[src/inc/nvsc_regs.vh]
// constants for the nonvolatile sram host controller
`ifndef NVSC_REGS_VH
`define NVSC_REGS_VH
`define NVSC_SEQ_A1 15'h0E38
`define NVSC_SEQ_A2 15'h31C7
`define NVSC_SEQ_A3 15'h03E0
`define NVSC_SEQ_A4 15'h3C1F
`define NVSC_SEQ_A5 15'h303F
`define NVSC_SEQ_SAVE 15'h0FC0
`define NVSC_SEQ_RESTORE 15'h0C63
`define NVSC_CMD_READ 3'h0
`define NVSC_CMD_WRITE 3'h1
`define NVSC_CMD_SAVE 3'h2
`define NVSC_CMD_RESTORE 3'h3
`define NVSC_CMD_HW_SAVE 3'h4
`define NVSC_CLK_NS 100
`define NVSC_ACCESS_NS 200
`define NVSC_SAVE_US 10000
`define NVSC_RESTORE_US 20
`define NVSC_HSB_PULSE_NS 100
`define NVSC_SAVE_START_NS 1000
`define NVSC_STEPS 6
`endif

[src/logic/nvsc_host.v]
// host controller driving a byte-wide sram with nonvolatile shadow
`timescale 1ns/1ps
`include "nvsc_regs.vh"
// Summary of operation
// save sequence uses six reads only
// no other access inside a sequence
// write enable high during sequence steps
// sixth address picks save or restore
// sequence addresses fixed, last selects operation
// one chip-select pulse per step
// device counts short select pulses
// device ignores inputs during save
// device erases then programs in parallel
// device blocks sram access while nonvolatile
// read: select, output enable low
// hold controls until read data taken
// write: address stable while select low
// data valid before write-ending edge
// output enable kept high during writes
// device saves itself on supply loss
// save also requested via busy line
// device skips unneeded hardware saves
// device stays off until busy line high
// software save always performed
// device restores after supply recovers
// never hold write state at power-up
// busy line low marks save in progress
// software operation runs to completion
// device restarts sequence on mismatch
module nvsc_host #(
    parameter ACC_CYC = `NVSC_ACCESS_NS / `NVSC_CLK_NS,
    parameter SAVE_CYC = `NVSC_SAVE_US * 1000 / `NVSC_CLK_NS,
    parameter RESTORE_CYC = `NVSC_RESTORE_US * 1000 / `NVSC_CLK_NS,
    parameter HSB_CYC = `NVSC_HSB_PULSE_NS / `NVSC_CLK_NS,
    parameter START_CYC = (`NVSC_SAVE_START_NS + `NVSC_CLK_NS - 1) / `NVSC_CLK_NS
) (
    // clock and reset
    input wire mclk,
    input wire sys_rst,
    // command port
    input wire cmd_valid,
    input wire [2:0] cmd_op,
    input wire [14:0] cmd_addr,
    input wire [7:0] cmd_wdata,
    output reg cmd_ready,
    output reg rsp_valid,
    output reg [7:0] rsp_rdata,
    // memory pins
    output reg [14:0] address_bus,
    output reg [7:0] data_lines_out,
    output reg data_lines_oe,
    input wire [7:0] data_lines_in,
    output reg chip_select_n,
    output reg output_enable_n,
    output reg write_enable_n,
    output reg save_busy_line_n_out,
    output reg save_busy_line_n_oe,
    input wire save_busy_line_n_in
);
    localparam ST_IDLE = 3'h0;
    localparam ST_ACCESS = 3'h1;
    localparam ST_GAP = 3'h2;
    localparam ST_WAIT = 3'h3;
    localparam ST_HSB = 3'h4;
    localparam ST_BUSY = 3'h5;

    reg [2:0] state;
    reg [2:0] op;
    reg [2:0] step;
    reg [23:0] cnt;
    reg [7:0] d_meta;
    reg [7:0] d_sync;
    reg b_meta;
    reg b_sync;
    reg [14:0] seq_addr;

    // sequence address of the current step
    always @* begin
        case (step)
            3'h0: seq_addr = `NVSC_SEQ_A1;
            3'h1: seq_addr = `NVSC_SEQ_A2;
            3'h2: seq_addr = `NVSC_SEQ_A3;
            3'h3: seq_addr = `NVSC_SEQ_A4;
            3'h4: seq_addr = `NVSC_SEQ_A5;
            default: seq_addr = (op == `NVSC_CMD_SAVE) ?
                `NVSC_SEQ_SAVE : `NVSC_SEQ_RESTORE;
        endcase
    end

    always @(posedge mclk) begin
        d_meta <= data_lines_in;
        d_sync <= d_meta;
        b_meta <= save_busy_line_n_in;
        b_sync <= b_meta;
    end

    always @(posedge mclk) begin
        if (sys_rst) begin
            state <= ST_IDLE;
            op <= 3'h0;
            step <= 3'h0;
            cnt <= 24'h000000;
            cmd_ready <= 1'b0;
            rsp_valid <= 1'b0;
            rsp_rdata <= 8'h00;
            address_bus <= 15'h0000;
            data_lines_out <= 8'h00;
            data_lines_oe <= 1'b0;
            chip_select_n <= 1'b1;
            output_enable_n <= 1'b1;
            write_enable_n <= 1'b1;
            save_busy_line_n_out <= 1'b0;
            save_busy_line_n_oe <= 1'b0;
        end else begin
            rsp_valid <= 1'b0;
            case (state)
                ST_IDLE: begin
                    cmd_ready <= b_sync;
                    if (cmd_valid && cmd_ready && b_sync) begin
                        cmd_ready <= 1'b0;
                        op <= cmd_op;
                        step <= 3'h0;
                        cnt <= 24'h000000;
                        case (cmd_op)
                            `NVSC_CMD_READ: begin
                                address_bus <= cmd_addr;
                                chip_select_n <= 1'b0;
                                output_enable_n <= 1'b0;
                                state <= ST_ACCESS;
                            end
                            `NVSC_CMD_WRITE: begin
                                address_bus <= cmd_addr;
                                data_lines_out <= cmd_wdata;
                                data_lines_oe <= 1'b1;
                                output_enable_n <= 1'b1;
                                // address settles before write enable falls
                                chip_select_n <= 1'b0;
                                state <= ST_ACCESS;
                            end
                            `NVSC_CMD_SAVE, `NVSC_CMD_RESTORE: begin
                                address_bus <= `NVSC_SEQ_A1;
                                chip_select_n <= 1'b0;
                                output_enable_n <= 1'b0;
                                state <= ST_ACCESS;
                            end
                            `NVSC_CMD_HW_SAVE: begin
                                save_busy_line_n_oe <= 1'b1;
                                state <= ST_HSB;
                            end
                            default: begin
                                rsp_valid <= 1'b1;
                                state <= ST_IDLE;
                            end
                        endcase
                    end
                end
                ST_ACCESS: begin
                    // hold controls for the full access time
                    if (cnt >= ACC_CYC[23:0] - 24'h000001) begin
                        cnt <= 24'h000000;
                        chip_select_n <= 1'b1;
                        output_enable_n <= 1'b1;
                        write_enable_n <= 1'b1;
                        state <= ST_GAP;
                    end else begin
                        cnt <= cnt + 24'h000001;
                        if (op == `NVSC_CMD_WRITE) begin
                            write_enable_n <= 1'b0;
                        end
                    end
                end
                ST_GAP: begin
                    // data held one cycle past the rising edge
                    data_lines_oe <= 1'b0;
                    // two-flop delayed byte, sampled while still selected
                    if (op != `NVSC_CMD_WRITE) begin
                        rsp_rdata <= d_sync;
                    end
                    if ((op == `NVSC_CMD_SAVE || op == `NVSC_CMD_RESTORE) &&
                        step != 3'h5) begin
                        // next step directly, nothing interleaved
                        step <= step + 3'h1;
                        state <= ST_WAIT;
                    end else if (op == `NVSC_CMD_SAVE ||
                        op == `NVSC_CMD_RESTORE) begin
                        cnt <= 24'h000000;
                        state <= ST_BUSY;
                    end else begin
                        rsp_valid <= 1'b1;
                        state <= ST_IDLE;
                    end
                end
                ST_WAIT: begin
                    address_bus <= seq_addr;
                    chip_select_n <= 1'b0;
                    output_enable_n <= 1'b0;
                    state <= ST_ACCESS;
                end
                ST_HSB: begin
                    if (cnt >= HSB_CYC[23:0] - 24'h000001) begin
                        cnt <= 24'h000000;
                        save_busy_line_n_oe <= 1'b0;
                        state <= ST_BUSY;
                    end else begin
                        cnt <= cnt + 24'h000001;
                    end
                end
                ST_BUSY: begin
                    // restores wait out the restore time; saves wait the start delay, then for busy line high
                    if (op == `NVSC_CMD_RESTORE) begin
                        if (cnt >= RESTORE_CYC[23:0] - 24'h000001) begin
                            rsp_valid <= 1'b1;
                            state <= ST_IDLE;
                        end else begin
                            cnt <= cnt + 24'h000001;
                        end
                    end else if (cnt >= START_CYC[23:0] && b_sync) begin
                        rsp_valid <= 1'b1;
                        state <= ST_IDLE;
                    end else if (cnt >= SAVE_CYC[23:0]) begin
                        cnt <= cnt;
                    end else begin
                        cnt <= cnt + 24'h000001;
                    end
                end
                default: state <= ST_IDLE;
            endcase
        end
    end
endmodule

[config.mk]
export PLATFORM = sky130hd
export DESIGN_NAME = nvsc_host
export DESIGN_NICKNAME = d
export VERILOG_FILES = /design/src/logic/nvsc_host.v
export VERILOG_INCLUDE_DIRS = /design/src /design/src/inc
export SDC_FILE = /design/constraint.sdc
export NUM_CORES = 1
export LEC_CHECK = 0
export CAP_MARGIN = 20
export CORE_ASPECT_RATIO = 2
export CORE_UTILIZATION = 55
export DETAILED_ROUTE_END_ITERATION = 12
export DONT_BUFFER_PORTS = 1
export PLACE_DENSITY_LB_ADDON = 0.3
export SETUP_SLACK_MARGIN = 0.4
export SKIP_CTS_REPAIR_TIMING = 1
export SLEW_MARGIN = 10
export SYNTH_ARGS = -nofsm -noshare
export SYNTH_HDL_FRONTEND = slang
export SYNTH_SLANG_ARGS = --single-unit
[constraint.sdc]
create_clock -name mclk -period 3 [get_ports mclk]
set_clock_uncertainty 0.1 [all_clocks]
set_input_delay 0.3 -clock mclk [delete_from_list [all_inputs] [get_ports mclk]]
set_output_delay 0.3 -clock mclk [all_outputs]
set_load 0.03 [all_outputs]
# After elaboration in Yosys (flattened, before gate mapping)

Index checks and enable logic that the tools add are counted.
W data, S select, Z words.

Eq/ne operators: 34
Magnitude comparators: 5
Muxes and demuxes: 53
Add/sub/neg operators: 2
Reduce and logical (&&, ||, !) cells: 31

Operators by type and width:

| kind                    | number |
|---|---|
| $mux W24                | 9 |
| $pmux W24 S5            | 1 |
| $pmux W14 S5            | 1 |
| $pmux W15 S2            | 2 |
| $ge A24 B1 Y1 const B   | 2 |
| $mux W3                 | 10 |
| $add A24 B1 Y24 const B | 1 |
| $eq A3 B2 Y1 const B    | 8 |
| $ge A24 B17 Y1 const B  | 1 |
| $ge A24 B4 Y1 const B   | 1 |
| $ge A24 B8 Y1 const B   | 1 |
| $mux W1                 | 19 |
| $ne A3 B3 Y1 const B    | 6 |
| $pmux W3 S6             | 1 |
| $mux W15                | 1 |
| $ne A2 B2 Y1 const B    | 7 |
| $eq A3 B1 Y1 const B    | 4 |
| $eq A3 B3 Y1 const B    | 4 |
| $pmux W3 S2             | 2 |
| $reduce_and A3 Y1       | 4 |
| $reduce_and A4 Y1       | 3 |
| $mux W10                | 1 |
| $logic_not A3 Y1        | 3 |
| $pmux W1 S3             | 3 |
| other kinds (17)        | 30 |

Word-level logic and storage cells: 143
Input port bits: 38
Register bits after elaboration: 89

# Logic depth before layout (Yosys ltp)

Word-level depth: 5
Gate-level depth with buffers: 10

# Worst setup path after synthesis

Ideal clock, no wire load.

Kind: register to register
From: reg cnt[0]
To: reg cnt[8]
Buffers on the path: 2
Cell stages (with the launch flop): 10
Clock period less this slack: 2354 ps
Library setup time: 135 ps
Arrival: 2119 ps
Path slack: 646 ps
Cells stage by stage: dfxtp_1 ha_1 a2111oi_0 nor2_1 nor4_1 a311oi_1 buf_2 buf_2 o311ai_0 o41ai_1

Longest elaborated chain between the ends: 5
Elaborated cells on any way between the ends: 18
Those cells by class: add/sub (1); order compare (5); eq/ne (3); mux (7); reduce/logical (2)

RTL lines:

| what                   | line            | RTL |
|---|---|---|
| start, declared        | nvsc_host.v:70  | `reg [23:0] cnt;` |
| start signal, assigned | nvsc_host.v:166 | `cnt <= cnt + 24'h000001;` |
| start signal, assigned | nvsc_host.v:205 | `cnt <= cnt + 24'h000001;` |
| start signal, assigned | nvsc_host.v:215 | `cnt <= cnt + 24'h000001;` |
| $add A24 B1 Y24        | n/a             |  |
| $mux W24               | nvsc_host.v:220 | `end else if (cnt >= SAVE_CYC[23:0]) begin` |
| $mux W24               | nvsc_host.v:217 | `end else if (cnt >= START_CYC[23:0] && b_sync) begin` |
| $mux W24               | nvsc_host.v:210 | `` if (op == `NVSC_CMD_RESTORE) begin `` |
| $pmux W24 S5           | nvsc_host.v:116 | `case (state)` |

Parallel ways exist; a longest one is shown, timed or not. The select of a mux whose other input is x is not followed.
A chain may end at the register's enable or synchronous reset.

# Final worst setup path

From: reg cnt[1]
To: reg cnt[15]

Same word-level chain as after synthesis.

==> metrics.md <==
| Metric | Value |
|---|---|
| Antenna diode count | `0` |
| Violations in the final reports | `negative hold slack` |
| Final clock period utilization by the worst path | `85.26%` |
| Setup violation total in the final timing report | `0` |
| Die Wd | `61.02 um` |
| Layout Cell Area excl Fill | `4469 sq um` |
| Peak Freq | `391.0 MHz` |
| Floorplan row count | `42` |
| Slew margin rel. | `52.31%` |
| Required arrival time at the worst endpoint | `3.15 ns` |
| Unrepaired setup endpoints after global routing | `true` |
| Initial detailed-routing violation count | `381` |
| Global-route congestion overflow total | `0` |
| Cell area power density | `551.0 nW/um^2` |
| CTS H-Tree Depth | `3` |
| Clock insertion delay at the later pin of the skew report | `0.35 ns` |
| Peak supply drop | `0.5318 mV` |
| Leakage power figure | `1.679 nW` |
| Post-Route WL | `9624 um` |
| Total placed cells including tap cells | `519` |
| Clk slew on worst S/H paths | `0.07 ns` |
| Post-Syn Nets | `495` |
| Clock net sink count | `89` |
| Count of distinct cell types in the synthesized netlist | `54` |
| Placer's final routability congestion estimate | `0.8830` |
| Number of antenna violations at the first check in global routing | `0` |
| Post-synth EDFFs | `0` |
| GRT Util Overall | `26.59%` |
| DR WL/cell | `17.40 um` |
| Vias in the first global route | `3,110` |
| Layout Nets | `507` |
| Largest net degree at the start of global routing | `46` |
| Number of nets still failing antenna checks after routing | `0` |
| Outcome | `finished, violations left` |
| Worst hold slack across all endpoints | `-0.01153 ns` |
| Synth warn | `0` |
| Type of the worst setup path | `reg2reg` |
| First-pass iteration count of the detailed router | `5` |
| Fraction of synthesis flops using an asynchronous set or reset pin | `0%` |
| Flip-flop and latch count after synthesis | `89` |
| Dominant register cell in the synthesized netlist | `dfxtp_1` |
| DRC Markers | `0` |
| Maximum clock path buffer count | `2` |
| Placed cell area | `3905 sq um` |
| Core region area | `6674 sq um` |
| Buffers on Ports | `0` |
| Root buffer selected by CTS | `clkbuf_16` |
| TritonCTS clock tree | `built` |
| FILL cells | `537` |
| Portion of the post-synthesis area used by sequential elements | `46.51%` |
| Setup crit start kind | `flop` |
| Dominant combinational cell family by area after synthesis | `simple AND/OR/NAND/NOR gates` |
| Netlist Area Pre-Place | `3831 sq um` |
| Share of cell area taken by muxes after synthesis | `4.180%` |
| Total negative slack for setup checks | `0 ns` |
| Setup crit end kind | `flop` |
| Worst Tran Pin Value | `0.7079 ns` |
| Overall die area | `7324 sq um` |
| Max-Cap Viols | `0` |
| Post-Syn Instances | `448` |
| Area Overhead vs Synth | `16.66%` |
| Class of the tightest hold or removal check | `in2reg` |
| Starting density of the core | `57.41%` |
| Height of the die | `120.0 um` |
| Max Slew Vio Count | `0` |
| Synth Area in Adders | `2.939%` |
| Final cell count without fillers | `553` |
| Detail Placement HPWL | `6652 um` |
| Complex-gate fraction of the synthesized area | `18.78%` |
| Final hold vios | `4` |
| Area share of and/or/nand/nor cells after synthesis | `23.06%` |
| Via density per instance | `6.241` |
| Data arrival time of the worst path | `2.71 ns` |
| Crit Path Max Fanout | `10` |
| Number of buffers created by CTS | `9` |
| Xor-xnor portion of the synthesized cell area | `0%` |
| Post-layout minimum cycle time | `2.558 ns` |
| Avg Inst Size Synth | `8.552 sq um` |
| First-pass GRT wire length | `14,400 um` |
| Ports placed on the boundary | `77` |
| Share of layout cells above drive strength 1 | `9.247%` |
| Via count of the routed design | `3,451` |
## cells in the mapped netlist, types with 2 or more instances
cell        n  area [sq um]
a211oi_1    2         15.01
a21oi_1    32         160.2
a2bb2oi_1   2         17.52
a31oi_1     3         18.77
and2_1      6         37.54
and3_1      3         18.77
buf_2       4         20.02
clkbuf_1   20         75.07
dfxtp_1    89          1782
ha_1        9         112.6
inv_1      14         52.55
mux2i_1    16         160.2
nand2_1    49         183.9
nand2b_1    5         31.28
nand3_1    17         85.08
nand4_1     3         18.77
nor2_1     54         202.7
nor2b_1     7         43.79
nor3_1     10         50.05
nor3b_1     5         37.54
nor4_1      7         43.79
o211ai_1    4         30.03
o21a_1      4         30.03
o21ai_0    22         110.1
o311ai_0   11         96.34
o31ai_1    11         82.58
o32ai_1     2         17.52
o41ai_1     3         26.28
or3_1       9         56.30
## cell families after synthesis
kind of cell               Yosys count
DFF                                 89
muxes                               16
adders and majority gates            9
other                                1
AOI/OAI and AO/OA                  110
and+or+nand+nor                    182
buffers and inverters               41
## worst max-delay path: stages (launching register included)
cell and delay [ns]:
dfxtp_1 0.37, ha_2 0.23, a2111oi_2 0.37, nor2_1 0.14, nor4_4 0.38, a311oi_4 0.09
buf_6 0.17, or3_1 0.35, a221oi_1 0.27
## placed cells by master (no fill, tap or decap), types with 3 or more instances in the layout
cell type,count
nor3b_1,5
nand3_1,17
o311ai_0,11
and2_1,6
nand2b_1,5
inv_1,14
mux2i_1,16
o31ai_1,10
and3_1,3
ha_1,8
nor2_1,54
dlygate4sd3_1,14
nor3_1,10
dfxtp_1,88
o211ai_1,4
o21ai_0,22
nand4_1,3
a21oi_1,32
buf_4,12
o21a_1,4
nor2b_1,7
nand2_1,49
or3_1,8
nor4_1,5
clkbuf_16,9
## flip-flops by register name (all words and copies together) (netlist names)
| register | cells |
|---|---|
| d_sync | 8 |
| output_enable_n | 1 |
| chip_select_n | 1 |
| b_sync | 1 |
| data_lines_out | 8 |
| rsp_valid | 1 |
| step | 3 |
| data_lines_oe | 1 |
| cmd_ready | 1 |
| d_meta | 8 |
| save_busy_line_n_oe | 1 |
| rsp_rdata | 8 |
| address_bus | 15 |
| state | 3 |
| op | 3 |
| cnt | 24 |
| b_meta | 1 |
| write_enable_n | 1 |
## where the power goes
| part | switching (mW) | total, mW | internal (mW) |
|---|---|---|---|
| Combinational | 0.0561 | 0.0963 | 0.0401 |
| Sequential | 0.0269 | 1.23 | 1.20 |
| Clock | 0.479 | 1.14 | 0.657 |
| Total | 0.562 | 2.46 | 1.90 |
## metal layers
layer | wire length [um] | global-route usage, % | part of all wire, %
met1 | 3312 | 25.33 | 34
met2 | 5349 | 47.80 | 56
met3 | 536 | 7.220 | 5.6
met4 | 426 | 15.34 | 4.4
met5 | 0 | 0 | 0
## final timing paths
path	from	end	slack [ns]	cells after the start
worst min register to register	b_meta	b_sync	0.23	0
worst max-delay path	cnt[1]	cnt[15]	0.44	8
worst min-delay path	cmd_op[0]	op[0]	-0.01	2
worst max register to register	cnt[1]	cnt[15]	0.44	8
## area by class of cell
class	count	area (sq um)	area share [%]
clock buffer	10	229.0	5.123
clock inverter	6	73.82	1.652
inverter	14	52.55	1.176
multi-input combinational	318	1959	43.84
sequential	89	1783	39.89
tap	88	110.1	2.464
timing repair buffer	28	261.5	5.851
## through the flow
stage	util, %	setup slack, ns	power, mW	hold slack, ns
global placement	58.51	0.2309	1.320	0.2106
finish	66.97	0.4423	2.463	-0.01153
floorplan	-	0.6457	1.310	0.2096
CTS	63.05	0.2040	2.443	-0.1285
detailed placement	58.51	0.2248	1.323	0.2121
global route	66.97	0.3431	2.550	-0.00004249
Note: power is estimated with default switching activity, not from simulation.
